File: config.mk
export PLATFORM = sky130hd
export DESIGN_NAME = pad_ctl_regs
export DESIGN_NICKNAME = d
export VERILOG_FILES = /design/src/common/pad_ctl_pkg.sv /design/src/core/pad_ctl_regs.sv
export SDC_FILE = /design/constraint.sdc
export NUM_CORES = 1
export LEC_CHECK = 0
export BUFFER_PORTS_ARGS = -buffer_cell sky130_fd_sc_hd__clkbuf_2
export CAP_MARGIN = 20
export CELL_PAD_IN_SITES_DETAIL_PLACEMENT = 0
export CELL_PAD_IN_SITES_GLOBAL_PLACEMENT = 1
export CORE_MARGIN = 3
export CORE_UTILIZATION = 40
export DETAILED_ROUTE_END_ITERATION = 7
export GPL_TIMING_DRIVEN = 0
export PLACE_DENSITY_LB_ADDON = 0.1
export SYNTH_ARGS = -nofsm -noshare
export SYNTH_HDL_FRONTEND = slang
export SYNTH_SLANG_ARGS = --single-unit
File: constraint.sdc
create_clock -name aclk -period 3 [get_ports aclk]
set_input_delay 0.15 -clock aclk [delete_from_list [all_inputs] [get_ports aclk]]
set_output_delay 0.15 -clock aclk [all_outputs]
set_load 0.02 [all_outputs]
File: src/common/pad_ctl_pkg.sv
// Constants for the memory channel pad control register bank
package pad_ctl_pkg;
	localparam int unsigned DW = 32;
	localparam int unsigned AW = 12;
	localparam int unsigned NGRP = 8;
	// Register indices; byte address is four times the index
	localparam logic [9:0] IDX_PD_STR = 10'h0BE;
	localparam logic [9:0] IDX_PU_STR = 10'h0BF;
	localparam logic [9:0] IDX_STEP = 10'h0C0;
	localparam logic [9:0] IDX_SLEW_PD = 10'h0C1;
	localparam logic [9:0] IDX_SLEW_PU = 10'h0C2;
	localparam logic [9:0] IDX_GEN = 10'h0C3;
	localparam logic [9:0] IDX_STATUS = 10'h0D0;
	// Reset values
	localparam logic [31:0] RST_STR = 32'hBBBBBBBB;
	localparam logic [31:0] RST_STEP = 32'h55555555;
	localparam logic [31:0] RST_SLEW = 32'h00000000;
	localparam logic [31:0] RST_GEN = 32'h06006B00;
	localparam logic [31:0] MASK_ALL = 32'hFFFFFFFF;
	localparam logic [31:0] MASK_GEN = 32'h07FFFFFF;
	// General control bit positions
	localparam int unsigned B_FORCE_TRI = 0;
	localparam int unsigned B_DYN_TRI = 1;
	localparam int unsigned B_CLK_TRI = 2;
	localparam int unsigned B_DLL_WAKE = 3;
	localparam int unsigned B_SELFREF = 4;
	localparam int unsigned B_TERM_ON = 5;
	localparam int unsigned B_FORCE_LO = 6;
	localparam int unsigned B_FORCE_HI = 7;
	localparam int unsigned B_DLL_PD = 8;
	localparam int unsigned B_DLL_RST = 9;
	localparam int unsigned B_DLL_TEST = 10;
	localparam int unsigned B_REF_DIS = 11;
	localparam int unsigned B_URG_LO = 12;
	localparam int unsigned B_BIAS_LO = 16;
	localparam int unsigned B_REF_HI = 24;
	localparam int unsigned B_CKE_OE = 25;
	localparam int unsigned B_ODT_OE = 26;
	localparam int unsigned URG_W = 4;
	// Response codes
	localparam logic [1:0] RESP_OKAY = 2'h0;
	localparam logic [1:0] RESP_SLVERR = 2'h2;
	// Low-power tristate states, Gray except the wake-to-active step
	typedef enum logic [1:0] {
		LP_ACTIVE = 2'h0,
		LP_TRISTATE = 2'h1,
		LP_WAKE = 2'h3
	} lp_state_t;
endpackage

File: src/core/pad_ctl_regs.sv
// Pad control register bank with AXI4-Lite slave and pad steering
`timescale 1ns/10ps

// Function
// - Force bit 0 tristates every channel signal.
// - Bit 1 tristates signals while clock enable low; clock runs, termination low.
// - Bit 2 also tristates memory clock in that low-power state.
// - Bit 3 requests memory DLL reset on leaving clock-tristated state.
// - Bit 4 requests self refresh on entering low-power tristate.
// - Bit 5 keeps data termination always on, else only during reads.
// - Bit 6 forces data and strobe pads low.
// - Bit 7 forces data and strobe pads high.
// - Bits 8-10 DLL power-down, reset, test; reset 1, 1, 0.
// - Bit 11 set, its reset state, blocks all refreshes.
// - Urgent when pending count reaches bits 15:12; bit 24 high priority.
// - Bit 25 drives clock enable output, clear tristates it; resets set.
// - Bit 26 drives termination output, clear tristates it; resets set.
// - Eight 4-bit pull-up preamp strengths, reset 0xB.
// - Two-bit impedance steps per group and polarity, reset 1.
// - Four-bit pull-down and pull-up slew per group, reset 0.
// - Eight bias enables at bits 16-23, cleared at reset.
// - Eight 4-bit pull-down preamp strengths, reset 0xB.
module pad_ctl_regs (
	input  wire logic             aclk,
	input  wire logic             aresetn,
	input  wire logic [11:0]      s_axi_awaddr,
	input  wire logic             s_axi_awvalid,
	output logic                  s_axi_awready,
	input  wire logic [31:0]      s_axi_wdata,
	input  wire logic [3:0]       s_axi_wstrb,
	input  wire logic             s_axi_wvalid,
	output logic                  s_axi_wready,
	output logic [1:0]            s_axi_bresp,
	output logic                  s_axi_bvalid,
	input  wire logic             s_axi_bready,
	input  wire logic [11:0]      s_axi_araddr,
	input  wire logic             s_axi_arvalid,
	output logic                  s_axi_arready,
	output logic [31:0]           s_axi_rdata,
	output logic [1:0]            s_axi_rresp,
	output logic                  s_axi_rvalid,
	input  wire logic             s_axi_rready,
	input  wire logic             cke_dyn_low,
	input  wire logic             read_active,
	input  wire logic             refresh_tick,
	input  wire logic [3:0]       refresh_pending,
	output logic                  sig_oe,
	output logic                  mem_clk_oe,
	output logic                  cke_oe,
	output logic                  odt_oe,
	output logic                  odt_force_low,
	output logic                  dq_term_en,
	output logic                  dq_force_low,
	output logic                  dq_force_high,
	output logic                  dll_pd,
	output logic                  dll_rst,
	output logic                  dll_test,
	output logic                  selfref_req,
	output logic                  mem_dll_reset_req,
	output logic                  refresh_issue,
	output logic                  refresh_urgent,
	output logic                  refresh_hi_pri,
	output logic [7:0]            bias_en,
	output logic [31:0]           pd_strength,
	output logic [31:0]           pu_strength,
	output logic [31:0]           imp_step,
	output logic [31:0]           slew_pd,
	output logic [31:0]           slew_pu
);

	// ---------------------------------------------------
	// Helpers
	// ---------------------------------------------------
	function automatic logic [31:0] merge(
		input logic [31:0] old,
		input logic [31:0] wd,
		input logic [3:0]  st,
		input logic [31:0] msk
	);
		logic [31:0] r;
		r = old;
		for (int i = 0; i < 4; i++) begin
			if (st[i]) begin
				r[8*i +: 8] = wd[8*i +: 8];
			end
		end
		return r & msk;
	endfunction

	function automatic logic [9:0] word_idx(input logic [11:0] a);
		return a[11:2];
	endfunction

	// ---------------------------------------------------
	// Registers
	// ---------------------------------------------------
	logic [31:0] pd_str_q;
	logic [31:0] pu_str_q;
	logic [31:0] step_q;
	logic [31:0] slew_pd_q;
	logic [31:0] slew_pu_q;
	logic [31:0] gen_q;
	logic [11:0] awaddr_q;
	logic [31:0] wdata_q;
	logic [3:0]  wstrb_q;
	logic        aw_q;
	logic        w_q;
	logic        bvalid_q;
	logic [1:0]  bresp_q;
	logic        rvalid_q;
	logic [1:0]  rresp_q;
	logic [31:0] rdata_q;
	logic        do_wr;
	logic [9:0]  widx;
	pad_ctl_pkg::lp_state_t lp_q;
	logic        clk_tri_q;

	assign s_axi_awready = ~aw_q & ~bvalid_q;
	assign s_axi_wready = ~w_q & ~bvalid_q;
	assign s_axi_arready = ~rvalid_q;
	assign s_axi_bvalid = bvalid_q;
	assign s_axi_bresp = bresp_q;
	assign s_axi_rvalid = rvalid_q;
	assign s_axi_rresp = rresp_q;
	assign s_axi_rdata = rdata_q;
	assign do_wr = aw_q & w_q & ~bvalid_q;
	assign widx = word_idx(awaddr_q);

	// ---------------------------------------------------
	// Write channel
	// ---------------------------------------------------
	always_ff @(posedge aclk) begin
		if (!aresetn) begin
			aw_q <= 1'b0;
			awaddr_q <= 12'h000;
		end else if (s_axi_awvalid && s_axi_awready) begin
			aw_q <= 1'b1;
			awaddr_q <= s_axi_awaddr;
		end else if (do_wr) begin
			aw_q <= 1'b0;
		end
	end

	always_ff @(posedge aclk) begin
		if (!aresetn) begin
			w_q <= 1'b0;
			wdata_q <= 32'h00000000;
			wstrb_q <= 4'h0;
		end else if (s_axi_wvalid && s_axi_wready) begin
			w_q <= 1'b1;
			wdata_q <= s_axi_wdata;
			wstrb_q <= s_axi_wstrb;
		end else if (do_wr) begin
			w_q <= 1'b0;
		end
	end

	always_ff @(posedge aclk) begin
		if (!aresetn) begin
			bvalid_q <= 1'b0;
			bresp_q <= pad_ctl_pkg::RESP_OKAY;
		end else if (do_wr) begin
			bvalid_q <= 1'b1;
			case (widx)
				pad_ctl_pkg::IDX_PD_STR,
				pad_ctl_pkg::IDX_PU_STR,
				pad_ctl_pkg::IDX_STEP,
				pad_ctl_pkg::IDX_SLEW_PD,
				pad_ctl_pkg::IDX_SLEW_PU,
				pad_ctl_pkg::IDX_GEN,
				pad_ctl_pkg::IDX_STATUS: begin
					bresp_q <= pad_ctl_pkg::RESP_OKAY;
				end
				default: begin
					bresp_q <= pad_ctl_pkg::RESP_SLVERR;
				end
			endcase
		end else if (s_axi_bready) begin
			bvalid_q <= 1'b0;
		end
	end

	always_ff @(posedge aclk) begin
		if (!aresetn) begin
			pd_str_q <= pad_ctl_pkg::RST_STR;
			pu_str_q <= pad_ctl_pkg::RST_STR;
			step_q <= pad_ctl_pkg::RST_STEP;
			slew_pd_q <= pad_ctl_pkg::RST_SLEW;
			slew_pu_q <= pad_ctl_pkg::RST_SLEW;
		end else if (do_wr) begin
			case (widx)
				pad_ctl_pkg::IDX_PD_STR: begin
					pd_str_q <= merge(pd_str_q, wdata_q, wstrb_q,
						pad_ctl_pkg::MASK_ALL);
				end
				pad_ctl_pkg::IDX_PU_STR: begin
					pu_str_q <= merge(pu_str_q, wdata_q, wstrb_q,
						pad_ctl_pkg::MASK_ALL);
				end
				pad_ctl_pkg::IDX_STEP: begin
					step_q <= merge(step_q, wdata_q, wstrb_q,
						pad_ctl_pkg::MASK_ALL);
				end
				pad_ctl_pkg::IDX_SLEW_PD: begin
					slew_pd_q <= merge(slew_pd_q, wdata_q, wstrb_q,
						pad_ctl_pkg::MASK_ALL);
				end
				pad_ctl_pkg::IDX_SLEW_PU: begin
					slew_pu_q <= merge(slew_pu_q, wdata_q, wstrb_q,
						pad_ctl_pkg::MASK_ALL);
				end
				default: begin
				end
			endcase
		end
	end

	always_ff @(posedge aclk) begin
		if (!aresetn) begin
			gen_q <= pad_ctl_pkg::RST_GEN;
		end else if (do_wr && widx == pad_ctl_pkg::IDX_GEN) begin
			gen_q <= merge(gen_q, wdata_q, wstrb_q,
				pad_ctl_pkg::MASK_GEN);
		end
	end

	// ---------------------------------------------------
	// Read channel
	// ---------------------------------------------------
	always_ff @(posedge aclk) begin
		if (!aresetn) begin
			rvalid_q <= 1'b0;
			rresp_q <= pad_ctl_pkg::RESP_OKAY;
			rdata_q <= 32'h00000000;
		end else if (s_axi_arvalid && s_axi_arready) begin
			rvalid_q <= 1'b1;
			rresp_q <= pad_ctl_pkg::RESP_OKAY;
			case (word_idx(s_axi_araddr))
				pad_ctl_pkg::IDX_PD_STR: rdata_q <= pd_str_q;
				pad_ctl_pkg::IDX_PU_STR: rdata_q <= pu_str_q;
				pad_ctl_pkg::IDX_STEP: rdata_q <= step_q;
				pad_ctl_pkg::IDX_SLEW_PD: rdata_q <= slew_pd_q;
				pad_ctl_pkg::IDX_SLEW_PU: rdata_q <= slew_pu_q;
				pad_ctl_pkg::IDX_GEN: rdata_q <= gen_q;
				pad_ctl_pkg::IDX_STATUS: begin
					rdata_q <= {29'h00000000, clk_tri_q, lp_q};
				end
				default: begin
					rdata_q <= 32'h00000000;
					rresp_q <= pad_ctl_pkg::RESP_SLVERR;
				end
			endcase
		end else if (s_axi_rready) begin
			rvalid_q <= 1'b0;
		end
	end

	// ---------------------------------------------------
	// Low-power tristate sequencing
	// ---------------------------------------------------
	logic lp_enter;
	logic lp_exit;
	assign lp_enter = lp_q == pad_ctl_pkg::LP_ACTIVE
		&& gen_q[pad_ctl_pkg::B_DYN_TRI] && cke_dyn_low;
	assign lp_exit = lp_q == pad_ctl_pkg::LP_TRISTATE
		&& !(gen_q[pad_ctl_pkg::B_DYN_TRI] && cke_dyn_low);

	always_ff @(posedge aclk) begin
		if (!aresetn) begin
			lp_q <= pad_ctl_pkg::LP_ACTIVE;
		end else begin
			case (lp_q)
				pad_ctl_pkg::LP_ACTIVE: begin
					if (lp_enter) begin
						lp_q <= pad_ctl_pkg::LP_TRISTATE;
					end
				end
				pad_ctl_pkg::LP_TRISTATE: begin
					if (lp_exit) begin
						lp_q <= pad_ctl_pkg::LP_WAKE;
					end
				end
				pad_ctl_pkg::LP_WAKE: lp_q <= pad_ctl_pkg::LP_ACTIVE;
				default: lp_q <= pad_ctl_pkg::LP_ACTIVE;
			endcase
		end
	end

	// remember clock was tristated this episode
	always_ff @(posedge aclk) begin
		if (!aresetn) begin
			clk_tri_q <= 1'b0;
		end else if (lp_q == pad_ctl_pkg::LP_TRISTATE) begin
			if (gen_q[pad_ctl_pkg::B_CLK_TRI]) begin
				clk_tri_q <= 1'b1;
			end
		end else if (lp_q == pad_ctl_pkg::LP_ACTIVE) begin
			clk_tri_q <= 1'b0;
		end
	end

	// one-cycle requests on entry and exit
	always_ff @(posedge aclk) begin
		if (!aresetn) begin
			selfref_req <= 1'b0;
			mem_dll_reset_req <= 1'b0;
		end else begin
			selfref_req <= lp_enter && gen_q[pad_ctl_pkg::B_SELFREF];
			mem_dll_reset_req <= lp_exit
				&& gen_q[pad_ctl_pkg::B_DLL_WAKE]
				&& (clk_tri_q || gen_q[pad_ctl_pkg::B_CLK_TRI]);
		end
	end

	// ---------------------------------------------------
	// Pad steering
	// ---------------------------------------------------
	logic in_lp;
	logic frc;
	assign in_lp = lp_q == pad_ctl_pkg::LP_TRISTATE;
	assign frc = gen_q[pad_ctl_pkg::B_FORCE_TRI];

	always_ff @(posedge aclk) begin
		if (!aresetn) begin
			sig_oe <= 1'b0;
			mem_clk_oe <= 1'b0;
			cke_oe <= 1'b0;
			odt_oe <= 1'b0;
			odt_force_low <= 1'b0;
		end else begin
			sig_oe <= !frc && !in_lp;
			mem_clk_oe <= !frc
				&& !(in_lp && gen_q[pad_ctl_pkg::B_CLK_TRI]);
			cke_oe <= !frc && gen_q[pad_ctl_pkg::B_CKE_OE];
			odt_oe <= !frc && gen_q[pad_ctl_pkg::B_ODT_OE];
			odt_force_low <= in_lp;
		end
	end

	always_ff @(posedge aclk) begin
		if (!aresetn) begin
			dq_term_en <= 1'b0;
			dq_force_low <= 1'b0;
			dq_force_high <= 1'b0;
		end else begin
			dq_term_en <= gen_q[pad_ctl_pkg::B_TERM_ON] || read_active;
			dq_force_low <= gen_q[pad_ctl_pkg::B_FORCE_LO];
			dq_force_high <= gen_q[pad_ctl_pkg::B_FORCE_HI];
		end
	end

	always_ff @(posedge aclk) begin
		if (!aresetn) begin
			refresh_issue <= 1'b0;
			refresh_urgent <= 1'b0;
		end else begin
			refresh_issue <= refresh_tick
				&& !gen_q[pad_ctl_pkg::B_REF_DIS];
			refresh_urgent <= refresh_pending
				>= gen_q[pad_ctl_pkg::B_URG_LO +: pad_ctl_pkg::URG_W];
		end
	end

	assign dll_pd = gen_q[pad_ctl_pkg::B_DLL_PD];
	assign dll_rst = gen_q[pad_ctl_pkg::B_DLL_RST];
	assign dll_test = gen_q[pad_ctl_pkg::B_DLL_TEST];
	assign refresh_hi_pri = gen_q[pad_ctl_pkg::B_REF_HI];
	assign bias_en = gen_q[pad_ctl_pkg::B_BIAS_LO +: pad_ctl_pkg::NGRP];
	assign pd_strength = pd_str_q;
	assign pu_strength = pu_str_q;
	assign imp_step = step_q;
	assign slew_pd = slew_pd_q;
	assign slew_pu = slew_pu_q;
endmodule

==> impl_metrics.env <==
export IMPL_status="complete, but fails checks"
export IMPL_violations="setup timing"
export IMPL_initial_core_util=0.413
export IMPL_die_area_um2=32200
export IMPL_netlist_area_um2=12000
export IMPL_synthCells=1279
export IMPL_track_usage=0.278
export IMPL_finalNetCount=1743
export IMPL_placementRows=62
export IMPL_port_buffers=290
export IMPL_cp_arrival_ns=3.52
export IMPL_antenna_found_initial=0
export IMPL_yosysWarnings=0
export IMPL_grt_setup_unrepaired="yes"
export IMPL_viasPerCell=5.42
export IMPL_worst_pin_slew_ns=1.05
export IMPL_worstPathRequired_ns=3.47
export IMPL_cts_buffers=31
export IMPL_drive_above_1_share=0.240
export IMPL_seq_area_frac_synth=0.475
export IMPL_clk_latency_ns=0.55
export IMPL_worstSetupStartpointType="flop"
export IMPL_crit_type="reg2reg"
export IMPL_ant_nets=0
export IMPL_grt_pass1_vias=10807
export IMPL_final_util=0.538
export IMPL_fin_crit_ns=3.05
export IMPL_final_cell_mix="290 x clkbuf_2, 286 x dfxtp_1, 273 x nand2_1"
export IMPL_drc=0
export IMPL_syn_area_per_cell_um2=9.42
export IMPL_critical_path_peak_fanout=10
export IMPL_dp_cells=1958
export IMPL_layout_cells_non_filler=2072
export IMPL_cts_clk_slew_worst_paths_ns=0.06
export IMPL_coreArea_um2=29200
export IMPL_firstDrtPassIters=5
export IMPL_max_slew_margin_rel=0.294
export IMPL_fin_ws_ns=-0.0550
export IMPL_max_freq_mhz=327
export IMPL_grt_pass1_wl_um=69400
export IMPL_wirelength_um=47000
export IMPL_io_pins=299
export IMPL_die_x_um=180
export IMPL_finalCritPeriodShare=1.02
export IMPL_root_buffer="clkbuf_16"
export IMPL_p_per_area_nw_per_um2=530
export IMPL_vias=11238
export IMPL_slew_viol_final=0
export IMPL_end_kind="flop"
export IMPL_hold_viol=0
export IMPL_placed_area_um2=14100
export IMPL_cap_violations=0
export IMPL_p_leak_nw=6.30
export IMPL_grt_max_degree=15
export IMPL_drt_iter0_drc=864
export IMPL_area_growth_pct=30.2
export IMPL_fp_dieH_um=180
export IMPL_final_common_cell="clkbuf_2"
export IMPL_cts_htree_levels=1
export IMPL_clock_skew_ns=0.00800
export IMPL_whs_ns=0.0163
export IMPL_cts_sinks=286
export IMPL_ys_types=49
export IMPL_place_ws_ns=-0.201
export IMPL_tritoncts="done"
export IMPL_wl_per_cell_um=22.7
export IMPL_clockBufferDepth=3
export IMPL_min_path_type="in2reg"
export IMPL_hpwl_um=34200
export IMPL_place_congestion=0.880
export IMPL_setup_viol=8
export IMPL_ir_drop_v=0.000403
export IMPL_postLayoutCellArea_um2=15700
export IMPL_gr_total_overflow=0
export IMPL_synth_seq_cells=286
layout make-up:
cell class,count,area [µm²]
Buffer,99,425
Timing Repair Buffer,352,2090
Inverter,10,37.5
Antenna cell,1,2.50
Sequential cell,286,5730
Fill cell,2803,13500
Clock inverter,7,60.1
Clock buffer,48,950
Tap cell,384,480
Multi-Input combinational cell,885,5900
cells by family after synthesis:
kind of cell	count (synthesis)	share of synthesized area
AOI/OAI and AO/OA	198	0.120
adders and majority gates	4	0.00415
buffers and inverters	109	0.0384
DFF	286	0.475
muxes	153	0.152
other	1	0.000311
and+or+nand+nor	528	0.209
repair_timing:
item	CTS	global route
gates resized for setup	0	2
buffers inserted	0	2
hold buffers	53	0
endpoints found under the hold margin	54	0
setup endpoints to repair	0	35
per-layer routing:
metal	GRT usage	vias to the layer above	wire length, µm
met4	0.0848	0	1350
met1	0.388	5444	21000
met3	0.0441	79	3150
li1	-	5255	-
met2	0.447	460	21500
met5	0	-	0
report_power, final:
group | leakage [nW] | switching [mW] | internal (mW)
Sequential | 2.32 | 0.0785 | 3.85
Combinational | 3.48 | 0.371 | 0.228
Clock | 0.506 | 1.54 | 2.24
flip-flops by register name, indices dropped and copies added, names as in the netlist, 4 cells and up:
signal       cells
slew_pu         32
pu_strength     32
wstrb_q          4
awaddr_q        10
pd_strength     32
imp_step        32
slew_pd         32
wdata_q         32
gen_q           27
s_axi_rdata     32
cell usage after synthesis (all sizes together):
master   count  area, µm²
a221o       26        260
nand4        1       6.26
nand3      110        551
buf         20        129
a221oi       3       26.3
nor4         4       58.8
nand2      273       1020
or3b         2       17.5
o21a         2       15.0
conb         1       3.75
nor2b       47        294
or2          4       25.0
inv         10       37.5
a21oi       11       55.1
nand3b       1       7.51
or3          4       25.0
or4          1       7.51
nor3        43        274
and3b        1       8.76
ha           4       50.1
a31oi        2       12.5
or4b         2       20.0
a21o         2       15.0
o22a         1       8.76
nor2        14       52.6
a21boi     110        826
nand2b       5       31.3
clkbuf      79        297
nand4bb      1       11.3
and3         3       18.8
o21ai       33        165
mux4        24        541
mux2i      129       1290
o211ai       4       30.0
a211oi       2       15.0
nor3b        3       22.5
and2         5       31.3
and4b        1       10.0
nand4b       3       26.3
o211a        2       20.0
dfxtp      286       5730
through the flow:
step / setup TNS [ns] / power, mW
finish: -0.133 / 8.30
global route: -0.497 / 8.53
CTS: 0 / 8.33
detailed placement: -0.354 / 4.55
global placement: -10.22 / 4.54
floorplan: 0 / 4.28
path summary, 6_finish.rpt:
path                                                    from                            to  slack (ns)  depth (start not counted)
worst min-delay path                        s_axi_araddr[10]   s_axi_rresp[1]$_SDFFE_PN0P_        0.02                          4
worst min register to register  s_axi_rdata[24]$_SDFFE_PN0P_  s_axi_rdata[24]$_SDFFE_PN0P_        0.46                          2
worst max-delay path                awaddr_q[9]$_SDFFE_PN0P_      slew_pu[29]$_SDFFE_PN0P_       -0.05                          6
worst max register to register      awaddr_q[9]$_SDFFE_PN0P_      slew_pu[29]$_SDFFE_PN0P_       -0.05                          6
critical path: stages (launching register included):
cell      delay, ns
dfxtp_1        0.39
or3b_2         0.47
clkbuf_1       0.24
nor2_1         0.86
clkbuf_1       0.65
nand3_1        0.14
a21boi_0       0.21
No activity file was read; power rests on OpenSTA's default activity.
